==> config.mk <==
export PLATFORM = sky130hd
export DESIGN_NAME = codec_demote_host
export DESIGN_NICKNAME = d
export VERILOG_FILES = /design/src/hdl/strap_host_pkg.sv /design/src/hdl/pin_sync.sv /design/src/hdl/codec_demote_host.sv
export SDC_FILE = /design/constraint.sdc
export NUM_CORES = 1
export LEC_CHECK = 0
export ABC_AREA = 1
export ABC_CLOCK_PERIOD_IN_PS = 1500
export BUFFER_PORTS_ARGS = -buffer_cell sky130_fd_sc_hd__buf_2
export CAP_MARGIN = 20
export CORE_ASPECT_RATIO = 1.2
export CORE_MARGIN = 1
export CORE_UTILIZATION = 25
export DETAILED_ROUTE_END_ITERATION = 16
export PLACE_DENSITY_LB_ADDON = 0.05
export SYNTH_ARGS = -nofsm -noshare
export SYNTH_HDL_FRONTEND = slang
export SYNTH_SLANG_ARGS = --single-unit
==> constraint.sdc <==
create_clock -name SYS_CLK -period 1.5 [get_ports SYS_CLK]
set_input_delay 0.075 -clock SYS_CLK [delete_from_list [all_inputs] [get_ports SYS_CLK]]
set_output_delay 0.075 -clock SYS_CLK [all_outputs]
set_load 0.02 [all_outputs]
==> src/hdl/strap_host_pkg.sv <==
// Function
// - Demote-select high: riser codec is primary and riser owns the link.
// - Demote-select low: primary codec sits on the motherboard.
// - Nothing on the motherboard drives SDATA_IN2 while reset is low.
// - Controller tolerates missing or non-sequential codec addresses.
// - Codecs keep data-in and bit clock tri-stated during link reset.
// - Motherboard codecs disable themselves while demote-select is high.
package strap_host_pkg;
   localparam int CLK_MHZ = 100;
   // Cold reset low time and post-release settle are free choices
   localparam int RESET_LOW_NS = 1000;
   localparam int SETUP_NS = 100;
   localparam int HOLD_NS = 10;
   localparam int SETTLE_NS = 1000;
   // Least times round up to whole cycles
   localparam int RESET_LOW_CYC = (RESET_LOW_NS * CLK_MHZ + 999) / 1000;
   localparam int SETUP_CYC = (SETUP_NS * CLK_MHZ + 999) / 1000;
   localparam int HOLD_CYC = (HOLD_NS * CLK_MHZ + 999) / 1000;
   localparam int SETTLE_CYC = (SETTLE_NS * CLK_MHZ + 999) / 1000;
   localparam int CNT_W = 16;
   localparam int NUM_ADDR = 4;
   localparam logic [1:0] PRIMARY_ADDR = 2'h0;

   typedef enum logic [2:0] {
      ST_IDLE = 3'b000,
      ST_RESET = 3'b001,
      ST_HOLD = 3'b010,
      ST_SETTLE = 3'b011,
      ST_RUN = 3'b100
   } host_state_t;
endpackage

==> src/hdl/pin_sync.sv <==
`timescale 1ns/1ps
`default_nettype none
module pin_sync #(
   parameter int WIDTH = 1
) (
   input wire logic clk,
   input wire logic rst_n,
   input wire logic [WIDTH-1:0] async_in,
   output logic [WIDTH-1:0] sync_out
);
   logic [WIDTH-1:0] stage1;

   // Two flops; only the second stage is visible outside
   always_ff @(posedge clk or negedge rst_n) begin
      if (!rst_n) begin
         stage1 <= '0;
         sync_out <= '0;
      end else begin
         stage1 <= async_in;
         sync_out <= stage1;
      end
   end
endmodule
`default_nettype wire

==> src/hdl/codec_demote_host.sv <==
`timescale 1ns/1ps
`default_nettype none
module codec_demote_host #(
   parameter bit THREE_CODEC = 1'b1,
   parameter int RESET_LOW = strap_host_pkg::RESET_LOW_CYC,
   parameter int SETTLE = strap_host_pkg::SETTLE_CYC
) (
   input wire logic SYS_CLK,
   input wire logic RST_N,
   input wire logic RESET_REQ,
   input wire logic CODEC_DEMOTE_SELECT_N,
   input wire logic SDATA_IN2,
   input wire logic [3:0] CODEC_READY,
   output logic AC97_RESET_N,
   output logic SDATA_IN2_PULLDOWN,
   output logic MB_CODEC_ENABLE,
   output logic PRIMARY_ON_RISER,
   output logic SDATA_IN2_CAPTURED,
   output logic [3:0] CODEC_PRESENT,
   output logic PRIMARY_PRESENT,
   output logic LINK_READY,
   output logic BUSY
);
   // Link reset must outlast the riser's setup window before the rising edge
   if (RESET_LOW < strap_host_pkg::SETUP_CYC + 1) begin
      $error("RESET_LOW shorter than the strap setup window");
   end
   // Every wait runs on one counter, so each last count must fit in it
   if (RESET_LOW >= (1 << strap_host_pkg::CNT_W)) begin
      $error("RESET_LOW does not fit the wait counter");
   end
   // The hold window keeps SDATA_IN2 quiet after release; it cannot be empty
   if (strap_host_pkg::HOLD_CYC < 1) begin
      $error("HOLD_CYC must be at least one cycle");
   end
   // Settling shorter than the hold would read straps before they stand
   if (SETTLE < strap_host_pkg::HOLD_CYC) begin
      $error("SETTLE shorter than the hold window");
   end
   if (SETTLE >= (1 << strap_host_pkg::CNT_W)) begin
      $error("SETTLE does not fit the wait counter");
   end

   // Last count of each wait; the counter starts from zero
   localparam logic [strap_host_pkg::CNT_W-1:0] LOW_LAST =
      strap_host_pkg::CNT_W'(RESET_LOW - 1);
   localparam logic [strap_host_pkg::CNT_W-1:0] HOLD_LAST =
      strap_host_pkg::CNT_W'(strap_host_pkg::HOLD_CYC - 1);
   localparam logic [strap_host_pkg::CNT_W-1:0] SETTLE_LAST =
      strap_host_pkg::CNT_W'(SETTLE - 1);

   // Synchronised copies of the pins
   logic demote_s;
   logic sdata2_s;
   logic [3:0] ready_s;

   // Demote-select, SDATA_IN2 and the ready pins cross two flops before any decision looks at them; RESET_REQ is used unsynchronised
   pin_sync #(
      .WIDTH(6)
   ) u_sync (
      .clk(SYS_CLK),
      .rst_n(RST_N),
      .async_in({CODEC_DEMOTE_SELECT_N, SDATA_IN2, CODEC_READY}),
      .sync_out({demote_s, sdata2_s, ready_s})
   );

   // Sequencer state and the status flops that feed the ports
   strap_host_pkg::host_state_t state, next_state;
   logic [strap_host_pkg::CNT_W-1:0] cnt, next_cnt;
   logic reset_n_q, next_reset_n_q;
   logic mb_en, next_mb_en;
   logic riser, next_riser;
   logic captured, next_captured;
   logic [3:0] present, next_present;
   logic prim, next_prim;
   logic ready, next_ready;

   // Board codec may run only while demote-select is low
   function automatic logic board_enable(input logic demote_level);
      return !demote_level;
   endfunction

   // Primary address bit, read in the last settle cycle and in run
   function automatic logic primary_seen(input logic [3:0] ready_mask);
      return ready_mask[strap_host_pkg::PRIMARY_ADDR];
   endfunction

   // Sequencer: hold reset, release, let straps settle, then read them
   always_comb begin
      next_state = state;
      next_cnt = cnt + 1'b1;
      next_reset_n_q = reset_n_q;
      next_mb_en = mb_en;
      next_riser = riser;
      next_captured = captured;
      next_present = present;
      next_prim = prim;
      next_ready = ready;
      unique case (state)
         strap_host_pkg::ST_IDLE: begin
            // Cold reset runs once after power-up without a request
            next_state = strap_host_pkg::ST_RESET;
            next_cnt = '0;
            next_reset_n_q = 1'b0;
            next_ready = 1'b0;
            next_mb_en = 1'b0;
         end
         strap_host_pkg::ST_RESET: begin
            // SDATA_IN2 undriven
            // Low time covers the riser's setup window before the edge
            if (cnt == LOW_LAST) begin
               next_state = strap_host_pkg::ST_HOLD;
               next_cnt = '0;
               next_reset_n_q = 1'b1;
            end
         end
         strap_host_pkg::ST_HOLD: begin
            // Level sampled one edge before the release edge, after sync delay
            if (cnt == '0) begin
               next_captured = sdata2_s;
            end
            // Still no drive on SDATA_IN2 through the hold window
            if (cnt == HOLD_LAST) begin
               next_state = strap_host_pkg::ST_SETTLE;
               next_cnt = '0;
            end
         end
         strap_host_pkg::ST_SETTLE: begin
            // Straps have stood long enough; take all status except captured at once
            if (cnt == SETTLE_LAST) begin
               next_state = strap_host_pkg::ST_RUN;
               next_riser = demote_s;
               next_mb_en = board_enable(demote_s);
               next_present = ready_s;
               next_prim = primary_seen(ready_s);
               next_ready = 1'b1;
            end
         end
         strap_host_pkg::ST_RUN: begin
            // Counter rests while the link runs
            next_cnt = cnt;
            // Demote-select may move only with a new reset; track it anyway
            next_riser = demote_s;
            next_mb_en = board_enable(demote_s);
            next_present = ready_s;
            next_prim = primary_seen(ready_s);
            // Requests count only here; elsewhere they are dropped unseen
            if (RESET_REQ) begin
               next_state = strap_host_pkg::ST_IDLE;
            end
         end
         default: begin
            // Unused codes fall back to a fresh cold reset
            next_state = strap_host_pkg::ST_IDLE;
         end
      endcase
   end

   // Plain register stage; every decision sits in the comb block above
   always_ff @(posedge SYS_CLK or negedge RST_N) begin
      if (!RST_N) begin
         state <= strap_host_pkg::ST_IDLE;
         cnt <= '0;
         reset_n_q <= 1'b0;
         mb_en <= 1'b0;
         riser <= 1'b0;
         captured <= 1'b0;
         present <= 4'h0;
         prim <= 1'b0;
         ready <= 1'b0;
      end else begin
         state <= next_state;
         cnt <= next_cnt;
         reset_n_q <= next_reset_n_q;
         mb_en <= next_mb_en;
         riser <= next_riser;
         captured <= next_captured;
         present <= next_present;
         prim <= next_prim;
         ready <= next_ready;
      end
   end

   // Busy and pull-down flops kept apart from the sequencer group
   logic busy_q, next_busy_q;
   logic pd_q;

   // Busy from the flop so the port stays register-driven
   always_comb begin
      next_busy_q = (next_state != strap_host_pkg::ST_RUN);
   end

   // Pull-down present only when the controller serves three codecs
   always_ff @(posedge SYS_CLK or negedge RST_N) begin
      if (!RST_N) begin
         busy_q <= 1'b1;
         pd_q <= 1'b0;
      end else begin
         busy_q <= next_busy_q;
         pd_q <= THREE_CODEC;
      end
   end

   // Ports come straight from flops so pins never see decode glitches
   assign AC97_RESET_N = reset_n_q;
   assign SDATA_IN2_PULLDOWN = pd_q;
   assign MB_CODEC_ENABLE = mb_en;
   assign PRIMARY_ON_RISER = riser;
   assign SDATA_IN2_CAPTURED = captured;
   assign CODEC_PRESENT = present;
   assign PRIMARY_PRESENT = prim;
   assign LINK_READY = ready;
   assign BUSY = busy_q;
endmodule
`default_nettype wire

* Word level (Yosys, flattened, before mapping) *
Cells that the tools add are included.

storage, ports and cells
  flip-flop bits (word level) = 43
  bits of input ports = 9
  output and inout bits = 12
  word-level logic and storage cells = 53

operators by class
  $add $sub $neg = 1
  equality and inequality tests = 8
  mux-type cells = 19
  reduce and logical (&&, ||, !) cells = 12

operators by type and width
  operator               count
  $pmux 16 s4            1
  $mux 16                2
  $add 16x1->16 const B  1
  $eq 16x7->1 const B    1
  $logic_not 16->1       1
  $pmux 3 s5             1
  $mux 3                 4
  $reduce_and 2->1       5
  $pmux 1 s2             4
  $pmux 4 s2             1
  $eq 3x2->1 const B     2
  $reduce_bool 2->1      3
  $mux 1                 4
  $mux 4                 1
  $ne 2x2->1 const B     2
  $eq 3x1->1 const B     1
  $eq 3x3->1 const B     1
  $logic_not 3->1        1
  $ne 3x3->1 const B     1
  $pmux 1 s3             1
  $reduce_bool 3->1      1
  $logic_not 1->1        1

* Longest topological paths before layout *
  depth after elaboration = 4
  gate-level depth with buffers = 10

* Modules after synthesis *
Synthesis repeated with hierarchy kept, for this count alone.

second synthesis, totals
  cells, all modules = 224
  area, all modules = 1,890.6 µm²

modules (own cells, without submodules)
  module             times used  cells an instance  area each (µm²)  sequential area each (µm²)
  codec_demote_host  1           212                1,590.3          752.0
  pin_sync           1           12                 300.3            300.3

* Worst setup path after synthesis *
Ideal clock, no wire load.

  path type = register to register
  start = register cnt[0] (netlist name)
  end = register cnt[9] (netlist name)
  library setup time = 121 ps
  arrival = 1,331 ps
  path slack = 48 ps
  cell stages (with the launch flop) = 10
  buffers on the path = 1
  cells stage by stage = dfrtp_1 > ha_1 > nand3_1 > nor2_1 > nand2_2 > nand2_1 > nand2_2 > nor2_4 > buf_6 > nor2_1

on the way
  longest elaborated chain between the ends = 3
  elaborated cells on any way between the ends = 6
  those cells by class = 1 x add/sub; 1 x eq/ne; 3 x mux; 1 x reduce/logical

RTL lines
  element                                      RTL line                                            text
  start, declared                              codec_demote_host.sv:69                             logic [strap_host_pkg::CNT_W-1:0] cnt, next_cnt;
  start signal, assigned                       codec_demote_host.sv:173                            cnt <= next_cnt;
  $add 16x1->16, or another cell as far along  codec_demote_host.sv:91                             next_cnt = cnt + 1'b1;
  $mux 16 (on tied branches)                   codec_demote_host.sv:123, codec_demote_host.sv:111
  $pmux 16 s4 (*)                              codec_demote_host.sv:99                             unique case (state)

Every way passes the cells marked *; elsewhere a longest branch is shown, timed or not.
A chain may end at the register's enable or synchronous reset.

* Worst setup path after layout *
  start = register cnt[0] (netlist name)
  end = register cnt[8] (netlist name)

Same word-level chain as after synthesis.

==> impl_metrics.py <==
metrics = {
    "power": {
        "ir_drop_uv": 396,
        "comb_power_share_pct": 26.7,
        "switching_power_w": 0.000920,
        "p_sw_share_pct": 30.1,
        "power.internal_w": 0.00214,
        "power_density_nw_per_um2": 1150,
        "power_frac_clock_pct": 29.5,
        "p_leak_nw": 1.25,
        "seqPwrFrac_pct": 43.8,
    },
    "synth": {
        "ys_seq_area_share_pct": 55.5,
        "async_flop_share_pct": 100,
        "yosys-top-cells-area": "dfrtp_1 54%, nand2_1 13%, nor2_1 8.5%",
        "synth-edff-count": 0,
        "synth-main-ff-cell": "dfrtp_1",
        "synth_top_area_share_pct": 54.1,
        "syn_area_sq_um": 1900,
        "yosys_warnings": 0,
        "syn_inst": 225,
        "mappedNetlistNets": 236,
        "synth_seq_cells": 42,
        "synth.distinct_cells": 23,
        "yosys.area.top_type": "dfrtp_1",
        "syn_avg_cell_area_sq_um": 8.43,
    },
    "routing": {
        "drtAntennaViolNets": 0,
        "vias": 1540,
        "first_pass_iters": 4,
        "drc": 0,
        "viasPerCell": 4.04,
        "wl_per_cell_um": 11.6,
        "drtIter0Drc": 35,
        "drt-total-wl_um": 4430,
    },
    "clocking": {
        "cts_tree": "built",
        "htreeDepth": 2,
        "cts_buffers": 5,
        "cts_buffer_depth": 2,
        "cts.sinks": 42,
        "path_clk_slew_ns": 0.08,
        "clockRootBuffer": "clkbuf_8",
        "clock_latency_ns": 0.29,
    },
    "worst_setup_path": {
        "crit_required_ns": 1.69,
        "cp_max_fo": 7,
        "critPathKind": "reg2reg",
        "critPathCaptureType": "flop",
        "worstPathArrival_ns": 1.71,
        "start_kind": "flop",
    },
    "placed_design": {
        "pre_cts_ws_ns": -0.0826,
        "dp_hpwl_um": 3220,
        "dpl_cell_area_sq_um": 2320,
        "gp_congestion": 0.780,
        "io_buffers": 20,
    },
    "run": {
        "drv_cap": 0,
    },
    "floorplanning": {
        "die_y_um": 97.4,
        "start_util_pct": 25.9,
        "die-area_sq_um": 7940,
        "pin_count": 21,
        "placeableCoreArea_sq_um": 7320,
        "num_rows": 34,
        "fp.dieW_um": 81.5,
    },
    "layout": {
        "num_antenna_cells": 0,
        "final_layout_size_suffix_gt1_share_pct": 32.3,
        "fin_area_sq_um": 2660,
        "nFillCells": 780,
        "syn_to_final_growth_pct": 40.0,
        "finish.utilization_pct": 36.3,
        "nets": 301,
    },
    "global_route": {
        "grt_antenna_before_repair": 0,
        "grt_start_max_net_pins": 18,
        "grt_pass1_wl_um": 7390,
        "grt_usage_pct": 12.5,
        "grt_pass1_vias": 1575,
        "grt_overflow_total": 0,
    },
    "timing": {
        "clock_skew_ns": 0.00295,
        "fin_crit_sh_pct": 101,
        "hold_slack_ns": 0.0138,
        "fmax_mhz": 658,
        "setup-violations-final": 8,
        "fin_crit_ns": 1.52,
        "hold_viol_final": 0,
        "setup_slack_ns": -0.0190,
        "slew_violations": 0,
        "rsz0062_at_grt": "true",
    },
    "worst_hold_path": {
        "hold_path.class": "in2reg",
    },
    "run_status": {
        "status": "complete, but fails checks",
        "violations": "setup timing",
    },
}
==> worst paths after layout <==
path | cells after the start | to | from | slack, ns
hold / removal | 2 | state[2] | RESET_REQ | 0.01
max in group asynchronous | 3 | state[2] | RST_N | 0.80
setup reg to reg | 9 | cnt[8] | cnt[0] | -0.02
hold reg to reg | 0 | u_sync.sync_out[0] | u_sync.stage1[0] | 0.35
min in group asynchronous | 2 | state[0] | RST_N | 0.18
setup / recovery | 9 | cnt[8] | cnt[0] | -0.02
==> area by class of cell <==
type	instances	area (sq um)	share of cell area (%)
inverter	22	82.6	3.11
timing repair buffer	61	468	17.6
clock buffer	6	72.6	2.73
clock inverter	2	37.5	1.41
multi-input combinational	158	827	31.1
tap	90	113	4.24
sequential	42	1050	39.7
==> repair_timing <==
action	CTS	global route
pin swaps	1	8
buffers inserted	1	3
gates cloned	0	1
hold buffers	7	0
endpoints found under the setup margin	23	24
gates resized for setup	2	28
endpoints found under the hold margin	37	0
==> synth_stat cells (3+ instances only) <==
master   count
nand2_2      4
dfrtp_1     41
xor2_1       7
inv_1       21
o21ai_0      8
nor3_1       3
nand3_1     10
nor2_2       3
nand2_1     66
nor2_1      43
==> sequential cells by signal, indices dropped and copies added (netlist names) <==
| signal | count |
|---|---|
| AC97_RESET_N | 1 |
| u_sync.stage1 | 6 |
| CODEC_PRESENT | 4 |
| MB_CODEC_ENABLE | 1 |
| LINK_READY | 1 |
| cnt | 16 |
| PRIMARY_ON_RISER | 1 |
| u_sync.sync_out | 6 |
| state | 3 |
| SDATA_IN2_PULLDOWN | 1 |
| BUSY | 1 |
| SDATA_IN2_CAPTURED | 1 |
==> layout by cell type (no fill, tap or decap), types with 3 or more instances in the layout <==
cell,synthesis,final
nor2_2,3,10
buf_4,1,31
nand3_1,10,9
o21ai_0,8,7
nand2_2,4,8
inv_1,21,19
nor2_4,2,6
clkbuf_8,0,5
buf_2,0,20
nor3_1,3,3
inv_2,1,3
xor2_1,7,7
dlygate4sd3_1,0,7
nor2_1,43,32
nand2_1,66,62
dfrtp_1,41,39
==> critical path, stage by stage (launching register included) <==
cell,delay (ns)
dfrtp_1,0.42
ha_4,0.18
nand3_4,0.08
nor2_4,0.15
nand2_2,0.07
nand2_2,0.06
nand2_2,0.06
nor2_4,0.17
clkbuf_16,0.18
nor2_1,0.04
==> logic make-up after synthesis <==
kind of cell             share of synthesized area, %
other                                           0.198
flip-flops                                       55.5
buffers and inverters                            5.94
adder cells (fa/ha/maj)                          1.32
XOR/XNOR                                         3.69
AO/OA/AOI/OAI                                    4.22
AND/OR/NAND/NOR                                  29.2
==> metal layers <==
metal / vias to the layer above / global-route usage, % / part of all wire [%]
met3: 4 / 2.82 / 2.0
met5: - / 0 / 0
met1: 703 / 14.6 / 45
met4: 0 / 4.12 / 1.4
li1: 818 / - / -
met2: 15 / 21.8 / 51
==> stage by stage <==
stage | setup TNS [ns] | instances | power (W)
global placement | -0.493 | 361 | 0.00194
finish | -0.109 | 381 | 0.00306
detailed placement | -1.24 | 361 | 0.00193
CTS | -0.00617 | 377 | 0.00292
floorplan | 0 | 225 | 0.00167
global route | -1.63 | 381 | 0.00328
==> power groups by stage <==
| stage | sequential [W] | combinational, W | clock [W] |
|---|---|---|---|
| after floorplan | 0.00136 | 0.000309 | 0 |
| after global placement | 0.00135 | 0.000592 | 0 |
| after detailed placement | 0.00136 | 0.000576 | 0 |
| after CTS | 0.00133 | 0.000637 | 0.000953 |
| after global routing | 0.00136 | 0.000921 | 0.000999 |
| final | 0.00134 | 0.000815 | 0.000903 |
Note: power is estimated with default switching activity, not from simulation.
